$ cat src/pbd_pkg.sv
package pbd_pkg;
  // shared timebase tick of 0.5 ms
  localparam int CLK_NS = 10;
  localparam int TICK_NS = 500000;
  localparam int TICK_CYC = TICK_NS / CLK_NS;
  // register byte addresses
  localparam logic [7:0] A_CTRL = 8'h00;
  localparam logic [7:0] A_SWCMD = 8'h04;
  localparam logic [7:0] A_CYC = 8'h08;
  localparam logic [7:0] A_DIM = 8'h0c;
  localparam logic [7:0] A_START = 8'h10;
  localparam logic [7:0] A_STAT = 8'h14;
  localparam int NREG = 5;
  localparam logic [2:0] STAT_IDX = 3'h5;
  // ctrl fields
  localparam int C_MODE = 0;
  localparam int C_OP = 1;
  localparam int C_STOP = 4;
  localparam int C_REP = 5;
  localparam int C_BRR = 6;
  localparam int C_CYC = 8;
  // switch command fields: rise/fall for object 1 and 2
  localparam int S_R1 = 0;
  localparam int S_F1 = 2;
  localparam int S_R2 = 4;
  localparam int S_F2 = 6;
  // cyclic fields
  localparam int Y_B1 = 0;
  localparam int Y_B2 = 4;
  localparam int Y_FAC = 8;
  // dimming fields
  localparam int D_UP = 0;
  localparam int D_DN = 3;
  localparam int D_LB = 6;
  localparam int D_LF = 8;
  localparam int D_RB = 16;
  localparam int D_RF = 18;
  // startup and debounce fields
  localparam int P_SB = 0;
  localparam int P_SF = 4;
  localparam int P_DB = 11;
  localparam logic [31:0] CFG_RST [NREG] = '{
    32'h0000_0010, 32'h0000_0099, 32'h0000_3c00,
    32'h0028_0409, 32'h0001_e113};
  localparam logic [1:0] CMD_NONE = 2'h0;
  localparam logic [1:0] CMD_ON = 2'h1;
  localparam logic [1:0] CMD_OFF = 2'h2;
  localparam logic [1:0] BRR_NONE = 2'h0;
  localparam logic [1:0] BRR_ON = 2'h1;
  localparam logic [1:0] BRR_OFF = 2'h2;
  localparam logic [1:0] BRR_CUR = 2'h3;
  localparam logic [1:0] CYC_ON = 2'h1;
  localparam logic [1:0] CYC_OFF = 2'h2;
  localparam logic [1:0] CYC_ALL = 2'h3;
  localparam logic [2:0] OP_SINGLE = 3'h0;
  localparam logic [2:0] OP_BRT_ON = 3'h1;
  localparam logic [2:0] OP_DRK_OFF = 3'h2;
  localparam logic [2:0] OP_BRT_TGL = 3'h3;
  localparam logic [3:0] CYC_BOFS = 4'h3;
  localparam logic [3:0] CYC2_NONE = 4'hc;
  localparam int T_START = 0;
  localparam int T_LONG = 1;
  localparam int T_REP = 2;
  localparam int T_CYC1 = 3;
  localparam int T_CYC2 = 4;
  localparam int NT = 5;
  // time bases in ms, 130 ms up to 1.2 h
  localparam logic [22:0] TB_MS [16] = '{
    23'd130, 23'd260, 23'd520, 23'd1000, 23'd2100, 23'd4200,
    23'd8400, 23'd17000, 23'd34000, 23'd66000, 23'd132000,
    23'd270000, 23'd540000, 23'd1080000, 23'd2100000, 23'd4320000};
  typedef enum logic [1:0] {
    PBD_IDLE = 2'b00,
    PBD_WAIT = 2'b01,
    PBD_LONG = 2'b11
  } pbd_press_t;
endpackage

$ cat src/pbd_top.sv
// Operation
// - rising edge applies object 2 rise command
// - falling edge applies object 2 fall command
// - cyclic resend off, on ON, OFF, always
// - cyclic period is object base, shifted up by CYC_BOFS steps, times factor
// - object 2 base may disable its cycling
// - switching bus-return reaction after startup delay
// - dimming bus-return reaction after startup delay
// - single area: short toggles, long alternates direction
// - brighter-on: short ON, long brighter
// - darker-off: short OFF, long darker
// - toggle variants: short toggles, long fixed direction
// - brighter telegram carries brighter step width
// - darker telegram carries own step width
// - long press after base times factor
// - optional stop telegram on release
// - optional dimming repeat while held
// - repeat interval is base times factor
// - startup delay silences inputs and telegrams
// - edges taken after debounce time
//
// Design decisions made here: the register addresses and the AXI4-Lite interface to the registers.
`timescale 1ns/1ns
module pbd_top #(
  parameter int TICK_CYCLES = pbd_pkg::TICK_CYC
) (
  input wire logic aclk,
  input wire logic aresetn,
  input wire logic ce,
  input wire logic btn,
  input wire logic [7:0] s_axi_awaddr,
  input wire logic s_axi_awvalid,
  output logic s_axi_awready,
  input wire logic [31:0] s_axi_wdata,
  input wire logic [3:0] s_axi_wstrb,
  input wire logic s_axi_wvalid,
  output logic s_axi_wready,
  output logic [1:0] s_axi_bresp,
  output logic s_axi_bvalid,
  input wire logic s_axi_bready,
  input wire logic [7:0] s_axi_araddr,
  input wire logic s_axi_arvalid,
  output logic s_axi_arready,
  output logic [31:0] s_axi_rdata,
  output logic [1:0] s_axi_rresp,
  output logic s_axi_rvalid,
  input wire logic s_axi_rready,
  output logic tg_valid,
  output logic [1:0] tg_kind,
  output logic [3:0] tg_data,
  input wire logic tg_ack
);

  logic [31:0] cfg_q [pbd_pkg::NREG];
  logic [15:0] tk_q;
  logic init_q, rdy_q, stb_q, dir_q;
  logic [7:0] db_cnt_q;
  logic [1:0] obj_q, obj_d;
  logic [3:0] snd_q, snd_set;
  logic dir_d;
  logic [1:0] r;
  pbd_pkg::pbd_press_t pst_q, pst_d;
  logic [pbd_pkg::NT-1:0] t_ld;
  logic [30:0] t_val [pbd_pkg::NT];
  logic [30:0] t_cnt_q [pbd_pkg::NT];
  logic got_aw_q, got_w_q;
  logic [7:0] awa_q;
  logic [31:0] wd_q;
  logic [3:0] ws_q;

  function automatic logic [30:0] ticks(input logic [3:0] b,
                                        input logic [6:0] f);
    return 31'({pbd_pkg::TB_MS[b], 1'b0}) * 31'(f);
  endfunction

  function automatic logic [1:0] sw_cmd(input logic [1:0] c,
                                        input logic v);
    if (c == pbd_pkg::CMD_NONE)
      return {1'b0, v};
    else if (c == pbd_pkg::CMD_ON)
      return 2'b11;
    else if (c == pbd_pkg::CMD_OFF)
      return 2'b10;
    else
      return {1'b1, ~v};
  endfunction

  // configuration fields
  wire mode_dim = cfg_q[0][pbd_pkg::C_MODE];
  wire [2:0] op = cfg_q[0][pbd_pkg::C_OP +: 3];
  wire stop_en = cfg_q[0][pbd_pkg::C_STOP];
  wire rep_en = cfg_q[0][pbd_pkg::C_REP];
  wire [1:0] brr = cfg_q[0][pbd_pkg::C_BRR +: 2];
  wire [1:0] cyc = cfg_q[0][pbd_pkg::C_CYC +: 2];
  wire [1:0] rc [2] = '{cfg_q[1][pbd_pkg::S_R1 +: 2],
                        cfg_q[1][pbd_pkg::S_R2 +: 2]};
  wire [1:0] fc [2] = '{cfg_q[1][pbd_pkg::S_F1 +: 2],
                        cfg_q[1][pbd_pkg::S_F2 +: 2]};
  wire [3:0] cb1 = cfg_q[2][pbd_pkg::Y_B1 +: 4];
  wire [3:0] cb2 = cfg_q[2][pbd_pkg::Y_B2 +: 4];
  wire [6:0] cfac = cfg_q[2][pbd_pkg::Y_FAC +: 7];
  wire [2:0] st_up = cfg_q[3][pbd_pkg::D_UP +: 3];
  wire [2:0] st_dn = cfg_q[3][pbd_pkg::D_DN +: 3];
  wire [3:0] lb = {2'b00, cfg_q[3][pbd_pkg::D_LB +: 2]};
  wire [6:0] lf = cfg_q[3][pbd_pkg::D_LF +: 7];
  wire [3:0] rb = {2'b00, cfg_q[3][pbd_pkg::D_RB +: 2]};
  wire [6:0] rf = cfg_q[3][pbd_pkg::D_RF +: 7];
  wire [3:0] sb = cfg_q[4][pbd_pkg::P_SB +: 4];
  wire [6:0] sf = cfg_q[4][pbd_pkg::P_SF +: 7];
  wire [7:0] dbf = cfg_q[4][pbd_pkg::P_DB +: 8];
  wire cyc2_off = cb2 == pbd_pkg::CYC2_NONE;

  // shared 0.5 ms tick
  wire tick = tk_q == 16'(TICK_CYCLES - 1);
  always_ff @(posedge aclk)
  begin
    if (!aresetn)
      tk_q <= 16'h0;
    else if (ce)
      tk_q <= tick ? 16'h0 : tk_q + 16'h1;
  end

  // debounce and edge detection
  wire db_hit = btn != stb_q && db_cnt_q >= dbf;
  wire ev_rise = db_hit && btn && rdy_q;
  wire ev_fall = db_hit && !btn && rdy_q;
  always_ff @(posedge aclk)
  begin
    if (!aresetn)
    begin
      stb_q <= 1'b0;
      db_cnt_q <= 8'h0;
    end
    else if (ce)
    begin
      if (btn == stb_q || db_hit)
        db_cnt_q <= 8'h0;
      else if (tick)
        db_cnt_q <= db_cnt_q + 8'h1;
      if (db_hit)
        stb_q <= btn;
    end
  end

  // down counters, loaded from base times factor
  wire ready_w = init_q && t_cnt_q[pbd_pkg::T_START] == 31'd0;
  wire react = ready_w && !rdy_q;
  wire [pbd_pkg::NT-1:0] t_exp;
  for (genvar i = 0; i < pbd_pkg::NT; i++)
  begin : g_tmr
    assign t_exp[i] = tick && t_cnt_q[i] == 31'd1;
    always_ff @(posedge aclk)
    begin
      if (!aresetn)
        t_cnt_q[i] <= 31'd0;
      else if (ce)
      begin
        if (t_ld[i])
          t_cnt_q[i] <= t_val[i];
        else if (tick && t_cnt_q[i] != 31'd0)
          t_cnt_q[i] <= t_cnt_q[i] - 31'd1;
      end
    end
  end
  wire cyc_go = react || rdy_q;
  assign t_ld = {
    cyc_go && (react || t_exp[pbd_pkg::T_CYC2]),
    cyc_go && (react || t_exp[pbd_pkg::T_CYC1]),
    (pst_q == pbd_pkg::PBD_WAIT && t_exp[pbd_pkg::T_LONG]) ||
      t_exp[pbd_pkg::T_REP] || ev_fall,
    mode_dim && (ev_rise || ev_fall),
    !init_q};
  assign t_val[pbd_pkg::T_START] = ticks(sb, sf);
  assign t_val[pbd_pkg::T_LONG] = ev_rise ? ticks(lb, lf) : 31'd0;
  assign t_val[pbd_pkg::T_REP] = (ev_fall || !rep_en) ? 31'd0 :
    ticks(rb, rf);
  assign t_val[pbd_pkg::T_CYC1] = mode_dim ? 31'd0 :
    ticks(cb1 + pbd_pkg::CYC_BOFS, cfac);
  assign t_val[pbd_pkg::T_CYC2] = (mode_dim || cyc2_off) ? 31'd0 :
    ticks(cb2 + pbd_pkg::CYC_BOFS, cfac);

  always_ff @(posedge aclk)
  begin
    if (!aresetn)
    begin
      init_q <= 1'b0;
      rdy_q <= 1'b0;
    end
    else if (ce)
    begin
      init_q <= 1'b1;
      rdy_q <= ready_w;
    end
  end

  // cyclic condition per object
  wire [1:0] cyc_ok;
  for (genvar k = 0; k < 2; k++)
  begin : g_cyc
    assign cyc_ok[k] = cyc == pbd_pkg::CYC_ALL ||
      (cyc == pbd_pkg::CYC_ON && obj_q[k]) ||
      (cyc == pbd_pkg::CYC_OFF && !obj_q[k]);
  end
  wire dim_up = op == pbd_pkg::OP_SINGLE ? dir_q :
    (op == pbd_pkg::OP_BRT_ON || op == pbd_pkg::OP_BRT_TGL);
  wire fix_on = op == pbd_pkg::OP_BRT_ON;
  wire fix_off = op == pbd_pkg::OP_DRK_OFF;

  always_comb
  begin
    obj_d = obj_q;
    dir_d = dir_q;
    pst_d = pst_q;
    snd_set = 4'h0;
    r = 2'b00;
    if (react && !mode_dim)
    begin
      unique case (brr)
        pbd_pkg::BRR_NONE: ;
        pbd_pkg::BRR_ON:
        begin
          obj_d = 2'b11;
          snd_set[1:0] = 2'b11;
        end
        pbd_pkg::BRR_OFF:
        begin
          obj_d = 2'b00;
          snd_set[1:0] = 2'b11;
        end
        pbd_pkg::BRR_CUR:
          for (int k = 0; k < 2; k++)
          begin
            r = stb_q ? sw_cmd(rc[k], obj_q[k]) : sw_cmd(fc[k], obj_q[k]);
            obj_d[k] = r[0];
            snd_set[k] = r[1];
          end
      endcase
    end
    else if (react)
    begin
      if (brr == pbd_pkg::BRR_ON || brr == pbd_pkg::BRR_OFF)
      begin
        obj_d[0] = brr == pbd_pkg::BRR_ON;
        snd_set[0] = 1'b1;
      end
    end
    else if (!mode_dim)
    begin
      for (int k = 0; k < 2; k++)
      begin
        r = ev_rise ? sw_cmd(rc[k], obj_q[k]) : sw_cmd(fc[k], obj_q[k]);
        if (ev_rise || ev_fall)
        begin
          obj_d[k] = r[0];
          snd_set[k] = r[1];
        end
      end
      if (t_exp[pbd_pkg::T_CYC1] && cyc_ok[0])
        snd_set[0] = 1'b1;
      if (t_exp[pbd_pkg::T_CYC2] && cyc_ok[1])
        snd_set[1] = 1'b1;
    end
    else
    begin
      unique case (pst_q)
        pbd_pkg::PBD_IDLE:
          if (ev_rise)
            pst_d = pbd_pkg::PBD_WAIT;
        pbd_pkg::PBD_WAIT:
          if (ev_fall)
          begin
            pst_d = pbd_pkg::PBD_IDLE;
            obj_d[0] = fix_on ||
              (!fix_off && !obj_q[0]);
            snd_set[0] = 1'b1;
          end
          else if (t_exp[pbd_pkg::T_LONG])
          begin
            pst_d = pbd_pkg::PBD_LONG;
            if (op == pbd_pkg::OP_SINGLE)
              dir_d = !dir_q;
            snd_set[2] = 1'b1;
          end
        pbd_pkg::PBD_LONG:
          if (ev_fall)
          begin
            pst_d = pbd_pkg::PBD_IDLE;
            snd_set[3] = stop_en;
          end
          else if (t_exp[pbd_pkg::T_REP] && rep_en)
            snd_set[2] = 1'b1;
        default:
          pst_d = pbd_pkg::PBD_IDLE;
      endcase
    end
  end

  // telegram request, one deep, held until acknowledged
  wire [3:0] pick = snd_q & (~snd_q + 4'h1);
  wire [3:0] snd_clr = tg_valid ? 4'h0 : pick;
  wire [1:0] pk = {pick[3] | pick[2], pick[3] | pick[1]};
  wire [2:0] step = dim_up ? st_up : st_dn;
  wire [3:0] pd = pick[0] ? {3'b000, obj_q[0]} :
    pick[1] ? {3'b000, obj_q[1]} : {dim_up, pick[2] ? step : 3'b000};
  always_ff @(posedge aclk)
  begin
    if (!aresetn)
    begin
      obj_q <= 2'b00;
      dir_q <= 1'b0;
      pst_q <= pbd_pkg::PBD_IDLE;
      snd_q <= 4'h0;
    end
    else if (ce)
    begin
      obj_q <= obj_d;
      dir_q <= dir_d;
      pst_q <= pst_d;
      snd_q <= (snd_q & ~snd_clr) | snd_set;
    end
  end
  always_ff @(posedge aclk)
  begin
    if (!aresetn)
    begin
      tg_valid <= 1'b0;
      tg_kind <= 2'b00;
      tg_data <= 4'h0;
    end
    else if (ce)
    begin
      if (tg_valid)
        tg_valid <= !tg_ack;
      else if (|snd_q)
      begin
        tg_valid <= 1'b1;
        tg_kind <= pk;
        tg_data <= pd;
      end
    end
  end

  // register slave
  wire [2:0] wi = awa_q[4:2];
  wire [2:0] ri = s_axi_araddr[4:2];
  wire wr_ok = awa_q[7:5] == 3'h0 && wi < pbd_pkg::STAT_IDX;
  wire rd_ok = s_axi_araddr[7:5] == 3'h0 && ri <= pbd_pkg::STAT_IDX;
  wire do_wr = got_aw_q && got_w_q && !s_axi_bvalid;
  wire [31:0] stat_w = {24'h0, pst_q, tg_valid, rdy_q, stb_q, dir_q,
    obj_q};
  wire [31:0] rd_w = !rd_ok ? 32'h0 :
    ri == pbd_pkg::STAT_IDX ? stat_w : cfg_q[ri];
  wire [31:0] wmask = {{8{ws_q[3]}}, {8{ws_q[2]}}, {8{ws_q[1]}},
    {8{ws_q[0]}}};
  for (genvar i = 0; i < pbd_pkg::NREG; i++)
  begin : g_cfg
    always_ff @(posedge aclk)
    begin
      if (!aresetn)
        cfg_q[i] <= pbd_pkg::CFG_RST[i];
      else if (ce && do_wr && wr_ok && wi == 3'(i))
        cfg_q[i] <= (cfg_q[i] & ~wmask) | (wd_q & wmask);
    end
  end
  always_ff @(posedge aclk)
  begin
    if (!aresetn)
    begin
      got_aw_q <= 1'b0;
      got_w_q <= 1'b0;
      awa_q <= 8'h0;
      wd_q <= 32'h0;
      ws_q <= 4'h0;
      s_axi_awready <= 1'b1;
      s_axi_wready <= 1'b1;
      s_axi_bvalid <= 1'b0;
      s_axi_bresp <= 2'b00;
    end
    else if (ce)
    begin
      if (s_axi_awvalid && s_axi_awready)
      begin
        got_aw_q <= 1'b1;
        awa_q <= s_axi_awaddr;
        s_axi_awready <= 1'b0;
      end
      if (s_axi_wvalid && s_axi_wready)
      begin
        got_w_q <= 1'b1;
        wd_q <= s_axi_wdata;
        ws_q <= s_axi_wstrb;
        s_axi_wready <= 1'b0;
      end
      if (do_wr)
      begin
        got_aw_q <= 1'b0;
        got_w_q <= 1'b0;
        s_axi_bvalid <= 1'b1;
        s_axi_bresp <= wr_ok ? 2'b00 : 2'b10;
      end
      if (s_axi_bvalid && s_axi_bready)
      begin
        s_axi_bvalid <= 1'b0;
        s_axi_awready <= 1'b1;
        s_axi_wready <= 1'b1;
      end
    end
  end
  always_ff @(posedge aclk)
  begin
    if (!aresetn)
    begin
      s_axi_arready <= 1'b1;
      s_axi_rvalid <= 1'b0;
      s_axi_rdata <= 32'h0;
      s_axi_rresp <= 2'b00;
    end
    else if (ce)
    begin
      if (s_axi_arvalid && s_axi_arready)
      begin
        s_axi_arready <= 1'b0;
        s_axi_rvalid <= 1'b1;
        s_axi_rdata <= rd_w;
        s_axi_rresp <= rd_ok ? 2'b00 : 2'b10;
      end
      else if (s_axi_rvalid && s_axi_rready)
      begin
        s_axi_rvalid <= 1'b0;
        s_axi_arready <= 1'b1;
      end
    end
  end
endmodule

$ cat config.mk
export PLATFORM = sky130hd
export DESIGN_NAME = pbd_top
export DESIGN_NICKNAME = d
export VERILOG_FILES = /design/src/pbd_pkg.sv /design/src/pbd_top.sv
export SDC_FILE = /design/constraint.sdc
export NUM_CORES = 2
export LEC_CHECK = 0
export BUFFER_PORTS_ARGS = -buffer_cell sky130_fd_sc_hd__buf_2
export CORE_AREA = 2 2 301 303
export CTS_CLUSTER_DIAMETER = 150
export DETAILED_ROUTE_END_ITERATION = 12
export DIE_AREA = 0 0 303 305
export GPL_TIMING_DRIVEN = 0
export MAX_ROUTING_LAYER = met4
export REMOVE_ABC_BUFFERS = 1
export SETUP_SLACK_MARGIN = 0.2
export SYNTH_ARGS = -nofsm -noshare
export SYNTH_HDL_FRONTEND = slang
export SYNTH_SLANG_ARGS = --single-unit
$ cat constraint.sdc
create_clock -name aclk -period 15.4 [get_ports aclk]
set_input_delay 0.77 -clock aclk [delete_from_list [all_inputs] [get_ports aclk]]
set_output_delay 0.77 -clock aclk [all_outputs]
set_load 0.05 [all_outputs]
==> metrics.md <==
| Metric | Value |
|---|---|
| Layout cell share with drive strength beyond 1 | 0.0683 |
| Clock power share | 0.295 |
| Type of the most critical hold path | in -> reg |
| CP Capture Type | flip-flop |
| Sw Pwr | 1.65 mW |
| Initial antenna violation count | 2 |
| Most frequent cells in the layout | nand2_1 (490), inv_1 (489), a21oi_1 (353), fa_1 (353), edfxtp_1 (315) |
| Max Slew Vio Count | 27 |
| Die Width | 303 µm |
| WL met3 | 7.01 mm |
| H-tree depth | 2 |
| Final Cycle Share | 0.536 |
| Net Sw Frac | 0.369 |
| CP top delay family | compound AO/OA/AOI/OAI gates |
| PnR worst setup slack | 7150 ps |
| Grt ovf | 0 |
| Crit-path max cell delay | 920 ps |
| Setup Skew | 35.5 ps |
| Minimum clock period | 8250 ps |
| Data required, critical path | 15740 ps |
| Register bit total from synthesis | 441 |
| Mapped cell area | 41600 µm² |
| Routed met2 length | 50.3 mm |
| Clock Latency Late Sink | 660 ps |
| Syn Area/Cell | 9.18 µm² |
| Worst Path Max Fanout | 16 |
| CTS root buf | clkbuf_16 |
| DP Worst Slack | 7190 ps |
| # clock sinks | 441 |
| Detailed-route via count | 31.9k |
| Max Buffers Root-to-Sink | 3 |
| Post-Synthesis Cells | 4529 |
| Area of the core | 89300 µm² |
| I/O pins | 110 |
| Post-layout nets | 5209 |
| Detailed router's first-iteration violation count | 2415 |
| Die height | 305 µm |
| Post-CTS Hold Buffers | 0 |
| Yosys cell types | 85 |
| Clock transition at path regs | 60 ps |
| DP HPWL | 80.8 mm |
| Post-CTS setup buffer count | 0 |
| Yosys Warn Count | 0 |
| Port buffer count | 103 |
| Status | finished with violations |
| Post-CTS Resized | 0 |
| RSZ-0062 raised after global routing | false |
| DR vias/cell | 5.55 |
| Total track usage | 0.246 |
| Post-synthesis sequential area ratio | 0.288 |
| Starting Density | 0.465 |
| Most used cell, CP | fa_1 |
| Kind of critical path | reg -> reg |
| Worst Setup Start Kind | flip-flop |
| Global placement routability congestion | 0.888 |
| # DRC | 8 |
| Number of max-cap violations | 1 |
| Num rows | 110 |
| Slowest CP cell | xnor2_1 |
| Post-synth EDFFs | 315 |
| Measured slew at the worst slew-check pin | 1510 ps |
| Fillers | 8400 |
| Layout area overhead | 8.87% |
| CTS Buf Count | 53 |
| Remaining antenna violation count after routing | 0 |
| Worst path bufs/invs | 2 |
| Metal-1 WL | 49.6 mm |
| Peak VDD IR | 89.7 µV |
| Top_reg_cell synth | edfxtp_1 |
| Fmax achieved | 121 MHz |
| Post-synth ARST share | 0 |
| Failing checks | design-rule violations, max-capacitance violations, max-slew violations |
| LEAKAGE | 19.3 nW |
| First-pass GRT wire length | 176 mm |
| Pre-antenna DRT Iters | 10 |
| Routed len/inst | 19.0 µm |
| Gate power share | 0.399 |
| Final hold vios | 0 |
| Largest net degree at the start of global routing | 62 |
| Part of the power in registers | 0.306 |
| Power Density | 98.9 nW/µm² |
| Max layer used | met4 |
| Internal Power | 2.83 mW |
| Commonest non-fill, non-tap cell in the layout | nand2_1 |
| CP Cell Sequence | o21ai_0 -> xnor2_1 -> nor2_1 -> a211oi_1 -> and2_1 -> fa_1 -> fa_1 -> fa_1 -> inv_1 -> fa_1 -> inv_1 -> ha_1 -> a21o_1 -> a21o_1 -> a21o_1 -> or3_1 -> a311oi_1 -> nor2_1 -> or4b_1 -> a31oi_1 -> xnor2_1 -> o22ai_1 |
| DIE AREA | 92400 µm² |
| Worst slew margin | -0.00802 |
| Final setup fails | 0 |
| Vias in the first global route | 31.7k |
| Worst EP arrival | 8590 ps |
| Setup TNS | 0 ps |
| CTS tree | built |
| WL final | 109 mm |
final timing paths:
| kind | from | end | slack, ps | cells past startpoint |
|---|---|---|---|---|
| max | cfg_q[2][6]$_SDFFCE_PN0P_ | t_cnt_q[4][30]$_SDFFCE_PN0P_ | 7150 | 22 |
| min reg2reg | wd_q[31]$_SDFFE_PN0P_ | wd_q[31]$_SDFFE_PN0P_ | 450 | 2 |
| min | s_axi_wdata[29] | wd_q[29]$_SDFFE_PN0P_ | 350 | 3 |
| max reg2reg | cfg_q[2][6]$_SDFFCE_PN0P_ | t_cnt_q[4][30]$_SDFFCE_PN0P_ | 7150 | 22 |
area by class of cell:
class | count | area, µm² | area share
antenna | 1 | 2.50 | 0.0000553
clock buffer | 80 | 1630 | 0.0361
clock inverter | 20 | 211 | 0.00467
inverter | 491 | 1850 | 0.0408
multi-input combinational | 3397 | 27000 | 0.597
sequential | 441 | 12000 | 0.265
tap | 1176 | 1470 | 0.0325
timing repair buffer | 136 | 1090 | 0.0241
flip-flops by register name, summed over array words and instances (netlist names), 4 cells and up:
name / count
awa_q: 6
db_cnt_q: 8
ws_q: 4
snd_q: 4
wd_q: 32
tg_data: 4
cfg_q: 160
s_axi_rdata: 32
t_cnt_q: 155
tk_q: 16
worst reg2reg max path, stage by stage (launching register included):
cell	delay [ps]
edfxtp_1	720
o21ai_0	310
xnor2_1	930
nor2_1	120
a211oi_1	780
and2_1	270
fa_1	460
fa_1	410
fa_1	520
inv_1	60
fa_1	490
inv_1	40
ha_1	350
a21o_1	200
a21o_1	170
a21o_1	220
or3_1	350
a311oi_1	350
nor2_1	180
or4b_1	500
a31oi_1	210
xnor2_1	190
o22ai_1	140
routing by layer:
metal / vias up / track usage
li1: 15170 / -
met1: 15792 / 0.340
met2: 789 / 0.378
met3: 120 / 0.0406
met4: 0 / 0.0581
met5: - / -
through the flow:
stage          total power [mW]  hold WS (ps)  instances   util  area (µm²)
6_report                   4.48           350       5742  0.507       45300
5_1_grt                    4.81           349       5742  0.507       45300
4_1_cts                    4.51           321       5741  0.507       45200
3_5_place_dp               3.16           447       5641  0.486       43400
3_3_place_gp               3.16           443       5608  0.478       42700
2_1_floorplan              2.76           436       4329      -       40800
synth_stat cells (95+ instances only):
cell type,n,area (µm²)
nand2_1,492,1850
inv_1,489,1840
a21oi_1,353,1770
fa_1,353,7070
edfxtp_1,315,9460
nor2_1,307,1150
and2_1,296,1850
ha_1,274,3430
nand2b_1,191,1190
clkbuf_1,167,627
xnor2_1,150,1310
dfxtp_1,126,2520
o21ai_0,124,621
xor2_1,98,858
o22ai_1,95,594
power groups by stage:
stage | Combinational [mW] | Clock (mW) | Sequential [mW]
global placement | 1.76 | 0 | 1.40
floorplan | 1.37 | 0 | 1.38
finish | 1.78 | 1.32 | 1.37
global route | 2.04 | 1.40 | 1.38
detailed placement | 1.77 | 0 | 1.39
CTS | 1.79 | 1.35 | 1.37
logic make-up after synthesis:
logic type,after synthesis,share of synthesized area
AO/OA/AOI/OAI,782,0.111
XOR/XNOR,248,0.0523
adder cells (fa/ha/maj),627,0.253
buffers and inverters,692,0.0639
flip-flops,441,0.288
multiplexers,89,0.0318
other,1,0.0000902
AND/OR/NAND/NOR,1649,0.200
No activity file was read; power rests on OpenSTA's default activity.
